===== config.mk =====
export PLATFORM = sky130hd
export DESIGN_NAME = cpu_sideband_end_flat
export DESIGN_NICKNAME = d
export VERILOG_FILES = /design/src/rtl/bus_sideband_pkg.sv /design/src/rtl/bus_sideband_if.sv /design/src/rtl/sideband_sync.sv /design/src/rtl/cpu_sideband_end.sv /design/src/flat_wrapper.sv
export SDC_FILE = /design/constraint.sdc
export NUM_CORES = 1
export LEC_CHECK = 0
export BUFFER_PORTS_ARGS = -buffer_cell sky130_fd_sc_hd__buf_2
export CAP_MARGIN = 10
export CORE_MARGIN = 8
export CORE_UTILIZATION = 35
export CTS_CLUSTER_DIAMETER = 200
export DETAILED_ROUTE_END_ITERATION = 6
export GPL_ROUTABILITY_DRIVEN = 0
export GPL_TIMING_DRIVEN = 0
export SYNTH_ARGS = -nofsm -noshare
export SYNTH_HDL_FRONTEND = slang
export SYNTH_SLANG_ARGS = --single-unit

===== constraint.sdc =====
create_clock -name i_mclk -period 1.8 [get_ports i_mclk]
set_input_delay 0.18 -clock i_mclk [delete_from_list [all_inputs] [get_ports i_mclk]]
set_output_delay 0.18 -clock i_mclk [all_outputs]
set_load 0.05 [all_outputs]

===== src/rtl/bus_sideband_pkg.sv =====
package bus_sideband_pkg;
   // clocks and link timing
   localparam int MCLK_PERIOD_NS = 8;
   localparam int BUS_CLK_PERIOD_NS = 80;
   localparam int BUS_HALF_CYCLES = BUS_CLK_PERIOD_NS / (2 * MCLK_PERIOD_NS);
   localparam int DIV_W = 8;
   localparam int RESET_HOLD_MS = 2;
   localparam int NS_PER_MS = 1000000;
   localparam int RESET_HOLD_CYCLES =
      (RESET_HOLD_MS * NS_PER_MS + MCLK_PERIOD_NS - 1) / MCLK_PERIOD_NS;
   localparam int HOLD_W = 20;
   localparam int RESET_OFF_BUS_CLOCKS = 2;

   // link field widths and idle levels
   localparam int CMD_W = 5;
   localparam int RESP_W = 3;
   localparam int STRAP_W = 2;
   localparam int IRQ_W = 2;
   localparam logic [CMD_W-1:0] CMD_IDLE_N = 5'h1f;
   localparam logic [RESP_W-1:0] RESP_IDLE_N = 3'h7;
   localparam logic IRQ_CTRL_EN_RESET = 1'b1;

   // cpu end synchroniser vector layout
   localparam int DS_BCLK = 0;
   localparam int DS_RST_N = 1;
   localparam int DS_SUPPLY = 2;
   localparam int DS_LINT = 3;
   localparam int DS_PRIORITY_AGENT_BUS_ASK_N_N = 5;
   localparam int DS_DEBUG_PROBE_ASK_N_N = 6;
   localparam int DS_RESP = 7;
   localparam int DS_STRAP = 10;
   localparam int DS_W = 12;
   localparam logic [DS_W-1:0] DS_INIT = 12'h03e0;

   // chipset end synchroniser vector layout
   localparam int CS_LOCK_N = 0;
   localparam int CS_STB_N = 1;
   localparam int CS_THERM_N = 2;
   localparam int CS_PSI_N = 3;
   localparam int CS_DEBUG_PROBE_ACK_N_N = 4;
   localparam int CS_W = 5;
   localparam logic [CS_W-1:0] CS_INIT = 5'h1f;
endpackage


===== src/rtl/bus_sideband_if.sv =====
`timescale 1ns/10ps
interface bus_sideband_if;
   import bus_sideband_pkg::*;
   logic bus_clk;
   logic bus_reset_n;
   logic supply_ok;
   logic [STRAP_W-1:0] strap_pins;
   logic [IRQ_W-1:0] local_irq_pins;
   logic priority_agent_bus_ask_n;
   logic debug_probe_ask_n;
   logic debug_probe_ack_n;
   logic thermal_alarm_n;
   logic power_status_out_n;
   logic [RESP_W-1:0] completion_code_n;
   // shared lines: each driver gives value and enable, pulled high when idle
   logic dev_lock_o;
   logic dev_lock_oe;
   logic lock_n;
   logic [CMD_W-1:0] dev_req_o;
   logic dev_req_oe;
   logic [CMD_W-1:0] cs_req_o;
   logic cs_req_oe;
   logic [CMD_W-1:0] req_n;
   logic dev_stb_o;
   logic dev_stb_oe;
   logic cs_stb_o;
   logic cs_stb_oe;
   logic addr_strobe0_n;

   assign lock_n = dev_lock_oe ? dev_lock_o : 1'b1;
   assign req_n = dev_req_oe ? dev_req_o : (cs_req_oe ? cs_req_o : CMD_IDLE_N);
   assign addr_strobe0_n = (dev_stb_oe & ~dev_stb_o) | (cs_stb_oe & ~cs_stb_o) ? 1'b0 : 1'b1;

   modport device (
      input bus_clk, bus_reset_n, supply_ok, strap_pins, local_irq_pins,
      input priority_agent_bus_ask_n, debug_probe_ask_n, completion_code_n,
      input lock_n, req_n, addr_strobe0_n,
      output debug_probe_ack_n, thermal_alarm_n, power_status_out_n,
      output dev_lock_o, dev_lock_oe, dev_req_o, dev_req_oe, dev_stb_o, dev_stb_oe
   );
   modport chipset (
      output bus_clk, bus_reset_n, supply_ok, strap_pins, local_irq_pins,
      output priority_agent_bus_ask_n, debug_probe_ask_n, completion_code_n,
      output cs_req_o, cs_req_oe, cs_stb_o, cs_stb_oe,
      input lock_n, req_n, addr_strobe0_n,
      input debug_probe_ack_n, thermal_alarm_n, power_status_out_n
   );
endinterface


===== src/rtl/sideband_sync.sv =====
`timescale 1ns/10ps
module sideband_sync #(
   parameter int WIDTH = 1,
   parameter logic [WIDTH-1:0] INIT = '0
) (
   input wire logic i_mclk,
   input wire logic i_sys_rst,
   input wire logic [WIDTH-1:0] i_async,
   output logic [WIDTH-1:0] o_sync
);
   typedef struct packed {
      logic [WIDTH-1:0] meta;
      logic [WIDTH-1:0] stable;
   } sync_state_t;

   sync_state_t r;
   sync_state_t next_r;

   // first stage feeds only the second
   always_comb begin
      next_r.meta = i_async;
      next_r.stable = r.meta;
   end

   always_ff @(posedge i_mclk) begin
      if (i_sys_rst) begin
         r <= {INIT, INIT};
      end else begin
         r <= next_r;
      end
   end

   assign o_sync = r.stable;
endmodule


===== src/rtl/cpu_sideband_end.sv =====
`timescale 1ns/10ps
// Summary of operation
// - controller off: pin0 maskable, pin1 nonmaskable
// - controller enabled again after every reset
// - interrupt pins treated as asynchronous inputs
// - lock held from first to last transaction
// - priority agent waits for lock release
// - thermal alarm when maximum temperature reached
// - power status low in deep sleeps
// - supply ok held low until stable
// - owner drives command lines with strobe
// - reset invalidates cache, no write-back
// - power-on reset held two milliseconds
// - bus outputs released within two clocks
// - straps valid before reset release, sampled
// - response agent drives completion code
// - probe request in, probe ready out
module cpu_sideband_end (
   input wire logic i_mclk,
   input wire logic i_sys_rst,
   bus_sideband_if.device bus,
   input wire logic i_irq_cfg_write,
   input wire logic i_irq_cfg_enable,
   input wire logic i_temp_max_reached,
   input wire logic i_deep_sleep,
   input wire logic i_deeper_sleep,
   input wire logic i_debug_ready,
   input wire logic i_txn_valid,
   input wire logic [bus_sideband_pkg::CMD_W-1:0] i_txn_type,
   input wire logic i_txn_lock,
   input wire logic i_txn_last,
   output logic o_txn_accept,
   output logic o_txn_done,
   output logic [bus_sideband_pkg::RESP_W-1:0] o_txn_status,
   output logic [bus_sideband_pkg::IRQ_W-1:0] o_local_irq,
   output logic o_maskable_irq_request,
   output logic o_nmi,
   output logic o_irq_ctrl_enabled,
   output logic o_debug_request,
   output logic o_cache_invalidate,
   output logic o_in_reset,
   output logic [bus_sideband_pkg::STRAP_W-1:0] o_straps
);
   import bus_sideband_pkg::*;

   typedef enum logic [1:0] {
      T_IDLE = 2'b00,
      T_DRIVE = 2'b01,
      T_WAIT = 2'b10
   } txn_state_t;

   typedef struct packed {
      txn_state_t st;
      logic bclk_prev;
      logic in_reset;
      logic irq_ctrl_en;
      logic last;
      logic [CMD_W-1:0] req_o;
      logic req_oe;
      logic stb_o;
      logic stb_oe;
      logic lock_o;
      logic lock_oe;
      logic thermal_n;
      logic psi_n;
      logic debug_probe_ack_n_n;
      logic [STRAP_W-1:0] straps;
      logic cache_inval;
      logic txn_accept;
      logic txn_done;
      logic [RESP_W-1:0] txn_status;
      logic [IRQ_W-1:0] local_irq;
      logic maskable_irq;
      logic nmi;
      logic debug_request;
   } dev_state_t;

   localparam dev_state_t DEV_RESET = '{
      st: T_IDLE,
      in_reset: 1'b1,
      irq_ctrl_en: IRQ_CTRL_EN_RESET,
      req_o: CMD_IDLE_N,
      stb_o: 1'b1,
      lock_o: 1'b1,
      thermal_n: 1'b1,
      psi_n: 1'b1,
      debug_probe_ack_n_n: 1'b1,
      default: '0
   };

   dev_state_t r;
   dev_state_t next_r;
   logic [DS_W-1:0] pins;
   logic [DS_W-1:0] s;
   logic rst_now;
   logic bclk_rise;
   logic bclk_fall;
   logic start_ok;

   assign pins[DS_BCLK] = bus.bus_clk;
   assign pins[DS_RST_N] = bus.bus_reset_n;
   assign pins[DS_SUPPLY] = bus.supply_ok;
   assign pins[DS_LINT +: IRQ_W] = bus.local_irq_pins;
   assign pins[DS_PRIORITY_AGENT_BUS_ASK_N_N] = bus.priority_agent_bus_ask_n;
   assign pins[DS_DEBUG_PROBE_ASK_N_N] = bus.debug_probe_ask_n;
   assign pins[DS_RESP +: RESP_W] = bus.completion_code_n;
   assign pins[DS_STRAP +: STRAP_W] = bus.strap_pins;

   // every pin, bus clock included, crosses into i_mclk here
   sideband_sync #(
      .WIDTH(DS_W),
      .INIT(DS_INIT)
   ) u_sync (
      .i_mclk(i_mclk),
      .i_sys_rst(i_sys_rst),
      .i_async(pins),
      .o_sync(s)
   );

   always_comb begin
      next_r = r;
      next_r.txn_accept = 1'b0;
      next_r.txn_done = 1'b0;
      next_r.cache_inval = 1'b0;
      // supply not ok counts as reset: protects against sequencing glitches
      rst_now = ~s[DS_RST_N] | ~s[DS_SUPPLY];
      bclk_rise = s[DS_BCLK] & ~r.bclk_prev;
      bclk_fall = ~s[DS_BCLK] & r.bclk_prev;
      // a locked sequence keeps the bus even against the priority agent
      start_ok = s[DS_PRIORITY_AGENT_BUS_ASK_N_N] | r.lock_oe;
      next_r.bclk_prev = s[DS_BCLK];
      next_r.in_reset = rst_now;

      next_r.thermal_n = ~i_temp_max_reached;
      next_r.psi_n = ~(i_deep_sleep | i_deeper_sleep);
      next_r.debug_request = ~s[DS_DEBUG_PROBE_ASK_N_N];
      next_r.debug_probe_ack_n_n = ~(i_debug_ready & ~s[DS_DEBUG_PROBE_ASK_N_N]);

      if (i_irq_cfg_write) begin
         next_r.irq_ctrl_en = i_irq_cfg_enable;
      end
      if (r.irq_ctrl_en) begin
         next_r.local_irq = s[DS_LINT +: IRQ_W];
         next_r.maskable_irq = 1'b0;
         next_r.nmi = 1'b0;
      end else begin
         next_r.local_irq = '0;
         next_r.maskable_irq = s[DS_LINT];
         next_r.nmi = s[DS_LINT + 1];
      end

      if (rst_now) begin
         // one invalidate pulse per reset entry, nothing written back
         next_r.cache_inval = ~r.in_reset;
         next_r.irq_ctrl_en = IRQ_CTRL_EN_RESET;
         next_r.st = T_IDLE;
         next_r.last = 1'b0;
         // released in the first i_mclk after the sampled reset
         next_r.req_o = CMD_IDLE_N;
         next_r.req_oe = 1'b0;
         next_r.stb_o = 1'b1;
         next_r.stb_oe = 1'b0;
         next_r.lock_o = 1'b1;
         next_r.lock_oe = 1'b0;
         next_r.debug_probe_ack_n_n = 1'b1;
         next_r.thermal_n = 1'b1;
         next_r.psi_n = 1'b1;
      end else begin
         if (r.in_reset) begin
            next_r.straps = s[DS_STRAP +: STRAP_W];
         end
         unique case (r.st)
            T_IDLE: begin
               if (bclk_fall && i_txn_valid && start_ok) begin
                  next_r.req_o = ~i_txn_type;
                  next_r.req_oe = 1'b1;
                  next_r.stb_o = 1'b0;
                  next_r.stb_oe = 1'b1;
                  next_r.lock_o = 1'b0;
                  next_r.lock_oe = r.lock_oe | i_txn_lock;
                  next_r.last = i_txn_last;
                  next_r.txn_accept = 1'b1;
                  next_r.st = T_DRIVE;
               end
            end
            T_DRIVE: begin
               if (bclk_fall) begin
                  next_r.req_o = CMD_IDLE_N;
                  next_r.req_oe = 1'b0;
                  next_r.stb_o = 1'b1;
                  next_r.stb_oe = 1'b0;
                  next_r.st = T_WAIT;
               end
            end
            T_WAIT: begin
               if (bclk_rise && (s[DS_RESP +: RESP_W] != RESP_IDLE_N)) begin
                  next_r.txn_status = ~s[DS_RESP +: RESP_W];
                  next_r.txn_done = 1'b1;
                  // lock stays until the last transaction of the sequence ends
                  if (r.last) begin
                     next_r.lock_oe = 1'b0;
                     next_r.lock_o = 1'b1;
                  end
                  next_r.st = T_IDLE;
               end
            end
            default: begin
               next_r.st = T_IDLE;
            end
         endcase
      end
   end

   always_ff @(posedge i_mclk) begin
      if (i_sys_rst) begin
         r <= DEV_RESET;
      end else begin
         r <= next_r;
      end
   end

   assign bus.dev_req_o = r.req_o;
   assign bus.dev_req_oe = r.req_oe;
   assign bus.dev_stb_o = r.stb_o;
   assign bus.dev_stb_oe = r.stb_oe;
   assign bus.dev_lock_o = r.lock_o;
   assign bus.dev_lock_oe = r.lock_oe;
   assign bus.thermal_alarm_n = r.thermal_n;
   assign bus.power_status_out_n = r.psi_n;
   assign bus.debug_probe_ack_n = r.debug_probe_ack_n_n;
   assign o_txn_accept = r.txn_accept;
   assign o_txn_done = r.txn_done;
   assign o_txn_status = r.txn_status;
   assign o_local_irq = r.local_irq;
   assign o_maskable_irq_request = r.maskable_irq;
   assign o_nmi = r.nmi;
   assign o_irq_ctrl_enabled = r.irq_ctrl_en;
   assign o_debug_request = r.debug_request;
   assign o_cache_invalidate = r.cache_inval;
   assign o_in_reset = r.in_reset;
   assign o_straps = r.straps;
endmodule


===== src/flat_wrapper.sv =====
// flat-port wrapper written by rule: the top's interface ports become plain ports
module cpu_sideband_end_flat import bus_sideband_pkg::*;
  (i_mclk, i_sys_rst, i_irq_cfg_write, i_irq_cfg_enable, i_temp_max_reached, i_deep_sleep, i_deeper_sleep, i_debug_ready, i_txn_valid, i_txn_type, i_txn_lock, i_txn_last, o_txn_accept, o_txn_done, o_txn_status, o_local_irq, o_maskable_irq_request, o_nmi, o_irq_ctrl_enabled, o_debug_request, o_cache_invalidate, o_in_reset, o_straps, bus_bus_clk, bus_bus_reset_n, bus_supply_ok, bus_strap_pins, bus_local_irq_pins, bus_priority_agent_bus_ask_n, bus_debug_probe_ask_n, bus_completion_code_n, bus_debug_probe_ack_n, bus_thermal_alarm_n, bus_power_status_out_n, bus_dev_lock_o, bus_dev_lock_oe, bus_dev_req_o, bus_dev_req_oe, bus_dev_stb_o, bus_dev_stb_oe);
  bus_sideband_if bus_i ();
  input wire logic i_mclk;
  input wire logic i_sys_rst;
  input wire logic i_irq_cfg_write;
  input wire logic i_irq_cfg_enable;
  input wire logic i_temp_max_reached;
  input wire logic i_deep_sleep;
  input wire logic i_deeper_sleep;
  input wire logic i_debug_ready;
  input wire logic i_txn_valid;
  input wire logic [bus_sideband_pkg::CMD_W-1:0] i_txn_type;
  input wire logic i_txn_lock;
  input wire logic i_txn_last;
  output logic o_txn_accept;
  output logic o_txn_done;
  output logic [bus_sideband_pkg::RESP_W-1:0] o_txn_status;
  output logic [bus_sideband_pkg::IRQ_W-1:0] o_local_irq;
  output logic o_maskable_irq_request;
  output logic o_nmi;
  output logic o_irq_ctrl_enabled;
  output logic o_debug_request;
  output logic o_cache_invalidate;
  output logic o_in_reset;
  output logic [bus_sideband_pkg::STRAP_W-1:0] o_straps;
  input wire logic [$bits(bus_i.bus_clk)-1:0] bus_bus_clk;
  input wire logic [$bits(bus_i.bus_reset_n)-1:0] bus_bus_reset_n;
  input wire logic [$bits(bus_i.supply_ok)-1:0] bus_supply_ok;
  input wire logic [$bits(bus_i.strap_pins)-1:0] bus_strap_pins;
  input wire logic [$bits(bus_i.local_irq_pins)-1:0] bus_local_irq_pins;
  input wire logic [$bits(bus_i.priority_agent_bus_ask_n)-1:0] bus_priority_agent_bus_ask_n;
  input wire logic [$bits(bus_i.debug_probe_ask_n)-1:0] bus_debug_probe_ask_n;
  input wire logic [$bits(bus_i.completion_code_n)-1:0] bus_completion_code_n;
  output wire logic [$bits(bus_i.debug_probe_ack_n)-1:0] bus_debug_probe_ack_n;
  output wire logic [$bits(bus_i.thermal_alarm_n)-1:0] bus_thermal_alarm_n;
  output wire logic [$bits(bus_i.power_status_out_n)-1:0] bus_power_status_out_n;
  output wire logic [$bits(bus_i.dev_lock_o)-1:0] bus_dev_lock_o;
  output wire logic [$bits(bus_i.dev_lock_oe)-1:0] bus_dev_lock_oe;
  output wire logic [$bits(bus_i.dev_req_o)-1:0] bus_dev_req_o;
  output wire logic [$bits(bus_i.dev_req_oe)-1:0] bus_dev_req_oe;
  output wire logic [$bits(bus_i.dev_stb_o)-1:0] bus_dev_stb_o;
  output wire logic [$bits(bus_i.dev_stb_oe)-1:0] bus_dev_stb_oe;
  assign bus_i.bus_clk = bus_bus_clk;
  assign bus_i.bus_reset_n = bus_bus_reset_n;
  assign bus_i.supply_ok = bus_supply_ok;
  assign bus_i.strap_pins = bus_strap_pins;
  assign bus_i.local_irq_pins = bus_local_irq_pins;
  assign bus_i.priority_agent_bus_ask_n = bus_priority_agent_bus_ask_n;
  assign bus_i.debug_probe_ask_n = bus_debug_probe_ask_n;
  assign bus_i.completion_code_n = bus_completion_code_n;
  assign bus_debug_probe_ack_n = bus_i.debug_probe_ack_n;
  assign bus_thermal_alarm_n = bus_i.thermal_alarm_n;
  assign bus_power_status_out_n = bus_i.power_status_out_n;
  assign bus_dev_lock_o = bus_i.dev_lock_o;
  assign bus_dev_lock_oe = bus_i.dev_lock_oe;
  assign bus_dev_req_o = bus_i.dev_req_o;
  assign bus_dev_req_oe = bus_i.dev_req_oe;
  assign bus_dev_stb_o = bus_i.dev_stb_o;
  assign bus_dev_stb_oe = bus_i.dev_stb_oe;
  cpu_sideband_end u_core (.i_mclk(i_mclk), .i_sys_rst(i_sys_rst), .bus(bus_i), .i_irq_cfg_write(i_irq_cfg_write), .i_irq_cfg_enable(i_irq_cfg_enable), .i_temp_max_reached(i_temp_max_reached), .i_deep_sleep(i_deep_sleep), .i_deeper_sleep(i_deeper_sleep), .i_debug_ready(i_debug_ready), .i_txn_valid(i_txn_valid), .i_txn_type(i_txn_type), .i_txn_lock(i_txn_lock), .i_txn_last(i_txn_last), .o_txn_accept(o_txn_accept), .o_txn_done(o_txn_done), .o_txn_status(o_txn_status), .o_local_irq(o_local_irq), .o_maskable_irq_request(o_maskable_irq_request), .o_nmi(o_nmi), .o_irq_ctrl_enabled(o_irq_ctrl_enabled), .o_debug_request(o_debug_request), .o_cache_invalidate(o_cache_invalidate), .o_in_reset(o_in_reset), .o_straps(o_straps));
endmodule

==> results.toml, run 1 <==
[worst_setup_path]
rr_worst_depth = 4
slowest_delay_ns = 0.37
reg2reg_setup_slack_ns = 0.48
cp_max_fo = 10
regToRegStartpoint = "u_core.u_sync.o_sync[0]"
r2r_end = "u_core.bus.dev_stb_o"
end_kind = "register"
critPathLaunchType = "register"
crit_slowest_cell = "dfxtp_1"
critPathKind = "reg -> reg"
crit_arrival_ns = 1.52
cp.required_ns = 2.00
cp_cell_sequence = "and4bb_2, buf_6, nand2_4, a211o_1"

[power_and_ir_drop]
vdd_ir_drop_max_mv = 0.4811
p_per_area_mw_per_mm2 = 852.4
p_leak_uw = 0.0009883

[synth]
synth_nets = 200
ys_ff_latch = 55
synth_area_leaders = "dfxtp_1 59%, nor2b_1 5.7%, buf_4 5.6%"
synth-edff-count = 0
yosysWarningCount = 0
synthCells = 172
synth-seq-area-share_pct = 59.14
ys.flop_type = "dfxtp_1"
yosysUniqueCellTypes = 34
syn_area_per_cell_um2 = 10.82
netlist.area_leader.share_pct = 59.14
synth_area_mm2 = 0.001862
synthArstFlopShare_pct = 0
yosys.area.top_type = "dfxtp_1"

[global_routing]
grt_first_pass_wirelength_um = 6134
grt_usage_pct = 10.00
grt-ovfl-total = 0
antenna_found_initial = 0
grt_start_max_net_pins = 15
grt_pass1_vias = 1337

[floorplanning]
fp.dieH_um = 88.94
pin_count = 56
die_w_um = 88.94
core_mm2 = 0.005107
rows = 26
die_area_mm2 = 0.007909
start_util_pct = 36.45

[sta]
hold_viol = 0
slew_headroom_pct = 72.65
period_minus_slack_ns = 1.323
slew_viol_final = 0
fmax_ghz = 0.7558
fin_worst_skew_ns = 0.01107
rsz0062_at_grt = "no"
fin_crit_sh_pct = 73.50
setup_tns_ns = 0
setup_viol = 0
tightest_slew_ns = 0.4103

[drt]
drt-met1-wl_um = 1739
vias_per_cell = 4.455
wl_met2_um = 1650
routed_wl_um = 3817
wl_per_cell_um = 12.60
top_layer_used = "met4"
antenna_left = 0
drtIter0Drc = 35
drtPass1Iterations = 4
met3WireLength_um = 393
num_vias = 1350
drc = 0

[cts]
clock_latency_ns = 0.30
cts_buffer_depth = 2
cts_tree = "yes"
cts_hold_buffers = 0
clock_sinks = 55
htree_levels = 2
clk_pin_slew_ns = 0.09
ctsResizeCount = 0
cts_setup_buffers = 0
cts_made_buffers = 5
cts_root_buffer = "clkbuf_8"

[placed_design]
portBuffers = 55
dp_hpwl_um = 2837
place_inst = 297

[hold_path]
hold_depth = 2
worst_hold_path_type = "in -> reg"
hold-path-endpoint = "u_core.bus.thermal_alarm_n"
min_from = "i_temp_max_reached"

[cells_and_area]
fillers = 521
mostFrequentLayoutCells = "59 x buf_2, 55 x dfxtp_1, 17 x nor2b_1"
final_common_cell = "buf_2"
drive_above_1_share_pct = 41.20
n_antenna_cell = 0
syn_to_final_growth_pct = 23.39
final_core_util_pct = 44.98
final_cells = 303
nets = 262

[outcome]
status = "finished clean"

[flow_run]
max_cap_violations = 0
## routing by layer
| layer | vias to the layer above | global-route usage (%) |
|---|---|---|
| met2 | 45 | 16.37 |
| met4 | 0 | 3.172 |
| met5 | - | 0 |
| met1 | 608 | 11.46 |
| li1 | 693 | - |
| met3 | 4 | 4.320 |
## registers in the layout, indices dropped and copies added, names as in the netlist, 2 cells and up
| name | flops |
|---|---|
| u_core.u_sync.next_r | 12 |
| u_core.o_txn_status | 3 |
| u_core.o_local_irq | 2 |
| u_core.u_sync.o_sync | 12 |
| u_core.r | 4 |
| u_core.o_straps | 2 |
| u_core.bus.dev_req_o | 5 |
## report_power, final
part / internal [µW] / switching, µW / total (µW) / leakage, µW
sequential: 1240 / 8.97 / 1250 / 0.000449
clock: 260 / 350 / 610 / 0.0000371
combinational: 48.2 / 47.1 / 95.4 / 0.000502
total: 1550 / 406 / 1960 / 0.000988
## worst max-delay path: cells and delay by family (launching register included)
kind                   cells  cell delay, ns
AO/OA/AOI/OAI              1            0.28
buffers and inverters      1            0.15
flip-flops                 1            0.37
AND/OR/NAND/NOR            2            0.43
## metrics by stage
| step | power [µW] | hold slack (ns) | cell area (µm²) | worst slack (ns) |
|---|---|---|---|---|
| floorplan | 1334 | 0.2419 | 1862 | 0.3144 |
| global placement | 1376 | 0.3417 | 2225 | 0.4892 |
| detailed placement | 1378 | 0.3445 | 2225 | 0.4554 |
| CTS | 1982 | 0.01934 | 2297 | 0.4522 |
| global route | 2045 | 0.02859 | 2297 | 0.3701 |
| finish | 1958 | 0.03190 | 2297 | 0.4769 |
## synthesized netlist by cell type (2+ instances only)
| master | n |
|---|---|
| dfxtp_1 | 55 |
| nor2b_1 | 17 |
| buf_4 | 14 |
| or2_2 | 10 |
| a211oi_1 | 8 |
| nand3_1 | 8 |
| o21ai_0 | 6 |
| a21oi_1 | 5 |
| and3_1 | 5 |
| a31oi_1 | 4 |
| buf_2 | 4 |
| nand2_1 | 4 |
| and4bb_2 | 3 |
| clkbuf_1 | 3 |
| nor3b_1 | 3 |
| and3b_1 | 2 |
| inv_1 | 2 |
| nor2_1 | 2 |
| o21ai_1 | 2 |
## cells by family after synthesis
family                 after synthesis  share of synthesized area [%]
AO/OA/AOI/OAI                       31                          10.75
AND/OR/NAND/NOR                     60                          21.04
flip-flops                          55                          59.14
multiplexers                         1                         0.5377
buffers and inverters               25                          8.535
## worst max-delay path by stage
stage | start | to | slack (ns) | cells past startpoint
final | u_core.u_sync.o_sync[0] | u_core.bus.dev_stb_o | 0.48 | 4
after global routing | u_core.u_sync.o_sync[2] | u_core.bus.dev_req_o[0] | 0.37 | 5
after CTS | u_core.u_sync.o_sync[0] | u_core.bus.dev_stb_o | 0.45 | 4
after detailed placement | u_core.u_sync.o_sync[0] | u_core.bus.dev_stb_o | 0.46 | 4
after global placement | u_core.u_sync.o_sync[1] | u_core.bus.power_status_out_n | 0.49 | 5
after floorplan | u_core.bus.dev_lock_oe | u_core.bus.dev_stb_o | 0.31 | 4
## area by class of cell
class,count,area [µm²],area share (%)
sequential,55,1101,47.93
multi-input combinational,92,601.8,26.20
timing repair buffer,55,275.3,11.98
buffer,22,147.6,6.427
tap,70,87.58,3.813
clock buffer,6,72.57,3.159
inverter,3,11.26,0.4902
(Power assumes the default switching activity.)
==> run 2, diff against run 1 <==
Clock period 1.8 ns to 1.39 ns, I/O delays scaled along.
==> run 2 against run 1 <==
Worst hold slack got worse by 0.018 ns. Wire length increased by 0.10%. Non-clock buffer count increased by 9. Sequential power increased by 30%. Clock-buffer cell count unchanged. Cell count increased by 3.6%. Via count increased by 0.22%. Final area increased by 6.0%. Sequential share of layout area decreased by 2.6 points. Sequential cell count unchanged. Global-route usage increased by 0.067 points.
==> results.toml, run 2 (same netlist as run 1, synthesis figures left out) <==
[outcome]
status = "finished clean"

[cts]
clock_latency_ns = 0.31
cts_root_buffer = "clkbuf_8"
htree_levels = 2
cts_made_buffers = 5
cts_tree = "yes"
cts_buffer_depth = 2
clk_pin_slew_ns = 0.09
clock_sinks = 55

[worst_setup_path]
cp_max_fo = 10
crit_slowest_cell = "dfxtp_1"
crit_arrival_ns = 1.48
cp_cell_sequence = "and2_1, buf_2, nor2b_1, clkbuf_4, o21ai_0"
critPathKind = "reg -> reg"
timing.critical_path.buf_inv = 2
critPathLaunchType = "register"
end_kind = "register"
slowest_delay_ns = 0.33
cp.required_ns = 1.58
crit_family = "buffers and inverters"

[cells_and_area]
final_cells = 314
syn_to_final_growth_pct = 30.78
final_core_util_pct = 47.67
nets = 271
fin_area_mm2 = 0.002435
mostFrequentLayoutCells = "58 x buf_2, 53 x dfxtp_1, 17 x nor2b_1"
n_antenna_cell = 0
final_common_cell = "buf_2"
drive_above_1_share_pct = 41.80

[power_and_ir_drop]
p_leak_uw = 0.001051
p_per_area_mw_per_mm2 = 1170
vdd_ir_drop_max_mv = 0.6273

[placed_design]
portBuffers = 55
dp_hpwl_um = 2735
pre_cts_slack_ns = 0.07183
dpl_cell_area_mm2 = 0.002226
place_inst = 297

[drt]
num_vias = 1353
routed_wl_um = 3821
drtPass1Iterations = 4
drc = 0
wl_per_cell_um = 12.17
antenna_left = 0
drtIter0Drc = 19
vias_per_cell = 4.309

[sta]
hold_viol = 0
fin_crit_sh_pct = 92.53
rsz0062_at_grt = "no"
fmax_ghz = 0.7775
timing.final.ws_setup_ns = 0.1038
slew_headroom_pct = 71.51
period_minus_slack_ns = 1.286
fin_worst_skew_ns = 0.006088
setup_viol = 0
slew_viol_final = 0
setup_tns_ns = 0
tightest_slew_ns = 0.4273

[hold_path]
worst_hold_path_type = "in -> reg"

[global_routing]
grt-ovfl-total = 0
antenna_found_initial = 0
grt_first_pass_wirelength_um = 6072
grt_usage_pct = 10.07
grt_pass1_vias = 1292
grt_start_max_net_pins = 17

[floorplanning]
rows = 26
die_w_um = 88.94
die_area_mm2 = 0.007909
pin_count = 56
fp.dieH_um = 88.94
start_util_pct = 36.45
core_mm2 = 0.005107

[flow_run]
max_cap_violations = 0
[run 2: cell types whose count changed in the layout (fill, tap and decap cells not counted), sizes merged]
cell	delta
dlygate4sd3	+8
bufinv	+1
clkbuf	+1
clkinv	+1
[run 2: through the flow]
stage | hold slack (ns) | power [µW]
floorplan | 0.2009 | 1727
global placement | 0.3033 | 1782
detailed placement | 0.3081 | 1783
CTS | 0.002437 | 2880
global route | 0.005520 | 2967
finish | 0.01427 | 2849
[run 2: worst register-to-register path: stages, from the launching register on]
cell and delay (ns):
dfxtp_1 0.33, and2_1 0.11, buf_2 0.20, nor2b_1 0.21, clkbuf_4 0.23, o21ai_0 0.10
[run 2: what timing repair did]
action / in CTS / in global routing
setup buffers: 0 / 1
hold buffers: 7 / 1
endpoints found under the hold margin: 7 / 1
endpoints found under the setup margin: 0 / 8
resized for setup: 0 / 2
[run 2: power breakdown]
group          switching (µW)  internal (µW)
logic                    63.1           77.6
clock network             503            583
registers                11.1           1610
[run 2: metal layers]
metal | part of all wire, % | track usage, % | vias up
met1 | 45 | 11.93 | 591
met5 | 0 | 0 | -
met4 | 1.4 | 4.079 | 0
met3 | 10 | 5.331 | 6
met2 | 43 | 14.89 | 44
li1 | - | - | 712
[run 2: final timing paths]
check	depth (start not counted)	end	from	slack, ns
max reg2reg	5	u_core.bus.power_status_out_n	u_core.u_sync.o_sync[1]	0.10
min	2	u_core.u_sync.next_r[9]	bus_completion_code_n[2]	0.01
max	5	u_core.bus.power_status_out_n	u_core.u_sync.o_sync[1]	0.10
min reg2reg	1	u_core.o_debug_request	u_core.u_sync.o_sync[6]	0.40
[run 2: final cells by class]
cell class | count | area (µm²)
Fill cell | 511 | 2673
Sequential cell | 55 | 1104
Multi-Input combinational cell | 92 | 601.8
Timing Repair Buffer | 64 | 362.8
Buffer | 22 | 150.1
Tap cell | 70 | 87.58
Clock buffer | 6 | 82.58
Clock inverter | 2 | 35.03
Inverter | 3 | 11.26
==> run 3, diff against run 2 <==
--- a/config.mk
+++ b/config.mk
@@ -14,4 +14,5 @@
 export GPL_ROUTABILITY_DRIVEN = 0
 export GPL_TIMING_DRIVEN = 0
+export SETUP_SLACK_MARGIN = 0.02
 export SYNTH_ARGS = -nofsm -noshare
 export SYNTH_HDL_FRONTEND = slang
==> constraint.sdc (replaced) <==
create_clock -name i_mclk -period 1.15 [get_ports i_mclk]
set_input_delay 0.0575 -clock i_mclk [delete_from_list [all_inputs] [get_ports i_mclk]]
set_output_delay 0.0575 -clock i_mclk [all_outputs]
set_load 0.05 [all_outputs]
==> run 3 against run 2 <==
Sequential cell count unchanged. Highest routed layer unchanged. Wire length up 5.9%. Critical path type unchanged. Largest power group unchanged. Sequential share of layout area down 3.4 points. The flow now finishes with violations (setup timing). First-iteration DRC count up 110%.
==> results.toml, run 3 (same netlist as run 1, synthesis figures left out) <==
[power_and_ir_drop]
p_per_area_mw_per_mm2 = 1289
vdd_ir_drop_max_mv = 0.8412
p_leak_uw = 0.001144

[cts]
clock_sinks = 55
cts_made_buffers = 5
cts_tree = "yes"
clock_latency_ns = 0.29
htree_levels = 2
cts_root_buffer = "clkbuf_8"
cts_buffer_depth = 2
clk_pin_slew_ns = 0.09

[sta]
fmax_ghz = 0.8209
slew_viol_final = 0
slew_headroom_pct = 67.56
hold_slack_ns = 0.002784
hold_viol = 0
period_minus_slack_ns = 1.218
fin_worst_skew_ns = 0.001775
timing.final.ws_setup_ns = -0.06814
setup_viol = 5
rsz0062_at_grt = "yes"
fin_crit_sh_pct = 105.9
tightest_slew_ns = 0.4865

[cells_and_area]
final_core_util_pct = 52.18
mostFrequentLayoutCells = "53 x buf_2, 48 x dfxtp_1, 18 x buf_4"
nets = 285
final_common_cell = "buf_2"
n_antenna_cell = 0
drive_above_1_share_pct = 47.67
syn_to_final_growth_pct = 43.15

[floorplanning]
fp.dieH_um = 88.94
pin_count = 56
die_area_mm2 = 0.007909
die_w_um = 88.94
start_util_pct = 36.45
core_mm2 = 0.005107
rows = 26

[worst_setup_path]
crit_slowest_cell = "dfxtp_4"
cp_cell_sequence = "and4bb_2, buf_6, nand2_4, a211o_1"
critPathKind = "reg -> reg"
reg2reg_setup_slack_ns = -0.07
timing.critical_path.buf_inv = 1
critPathLaunchType = "register"
slowest_delay_ns = 0.37
crit_family = "simple AND/OR/NAND/NOR gates"
cp_max_fo = 7
cp.required_ns = 1.34
crit_arrival_ns = 1.41
end_kind = "register"

[outcome]
status = "finished, violations left"
violations = "setup timing"

[global_routing]
antenna_found_initial = 0
grt_first_pass_wirelength_um = 6299
grt_pass1_vias = 1418
grt_usage_pct = 10.17
grt_start_max_net_pins = 17
grt-ovfl-total = 0

[drt]
drc = 0
routed_wl_um = 4046
wl_per_cell_um = 12.34
antenna_left = 0
drtPass1Iterations = 4
drtIter0Drc = 39
num_vias = 1424
vias_per_cell = 4.341

[hold_path]
worst_hold_path_type = "in -> reg"

[flow_run]
max_cap_violations = 0

[placed_design]
dp_hpwl_um = 2661
portBuffers = 55
==> run 3: cell types whose count changed in the layout (fill, tap and decap cells not counted), moves of 3 or more <==
cell	before	now
dfxtp_4	0	3
buf_2	58	53
a211oi_1	8	3
buf_6	1	6
dfxtp_1	53	48
dlygate4sd3_1	8	16
buf_4	15	18
a211oi_2	0	5
clkbuf_4	1	4
==> run 3: repair_timing <==
item	in CTS	in global routing
gates resized for setup	4	25
hold buffers	16	0
endpoints found under the setup margin	19	23
cloned	1	1
endpoints found under the hold margin	15	0
pin swaps	1	9
setup buffers	1	5
==> run 3: per-stage QoR <==
step	cell area (µm²)	total power (µW)	std cells	setup slack [ns]	TNS, ns
after floorplan	1881	2088	172	-0.01597	-0.04701
after global placement	2243	2154	297	-0.1321	-1.108
after detailed placement	2243	2154	297	-0.1361	-1.100
after CTS	2542	3489	323	-0.07705	-0.5071
after global routing	2665	3598	328	-0.1183	-0.7042
final	2665	3435	328	-0.06814	-0.1686
==> run 3: worst min-delay path: cells and delay by family <==
| family | cells | cell delay (ns) |
|---|---|---|
| AND/OR/NAND/NOR | 1 | 0.07 |
| buffers and inverters | 1 | 0.07 |
| multiplexers | 1 | 0.07 |
==> run 3: final timing paths <==
kind	startpoint	end	cells after the start
max	u_core.u_sync.o_sync[0]	u_core.bus.dev_stb_o	4
min	i_irq_cfg_enable	u_core.o_irq_ctrl_enabled	3
max reg2reg	u_core.u_sync.o_sync[0]	u_core.bus.dev_stb_o	4
min reg2reg	u_core.u_sync.o_sync[6]	u_core.o_debug_request	1
==> run 3: metal layers <==
layer / vias up / part of all wire (%) / routed length (µm) / track usage [%]
met3: 4 / 8.7 / 352 / 4.136
met4: 0 / 0.64 / 26 / 3.172
met2: 43 / 47 / 1889 / 16.91
met1: 634 / 44 / 1777 / 11.63
li1: 743 / - / - / -
met5: - / 0 / 0 / 0
==> run 3: layout make-up <==
type	count	area, µm²
clock buffer	6	82.58
tap	70	87.58
clock inverter	2	35.03
timing repair buffer	79	510.5
inverter	3	11.26
buffer	21	158.9
multi-input combinational	92	661.9
fill	494	2442
sequential	55	1117
==> run 3: power by group <==
part | switching (µW) | total, µW | internal (µW)
clock network | 573 | 1280 | 705
registers | 15.5 | 1960 | 1940
logic | 84.0 | 202 | 118
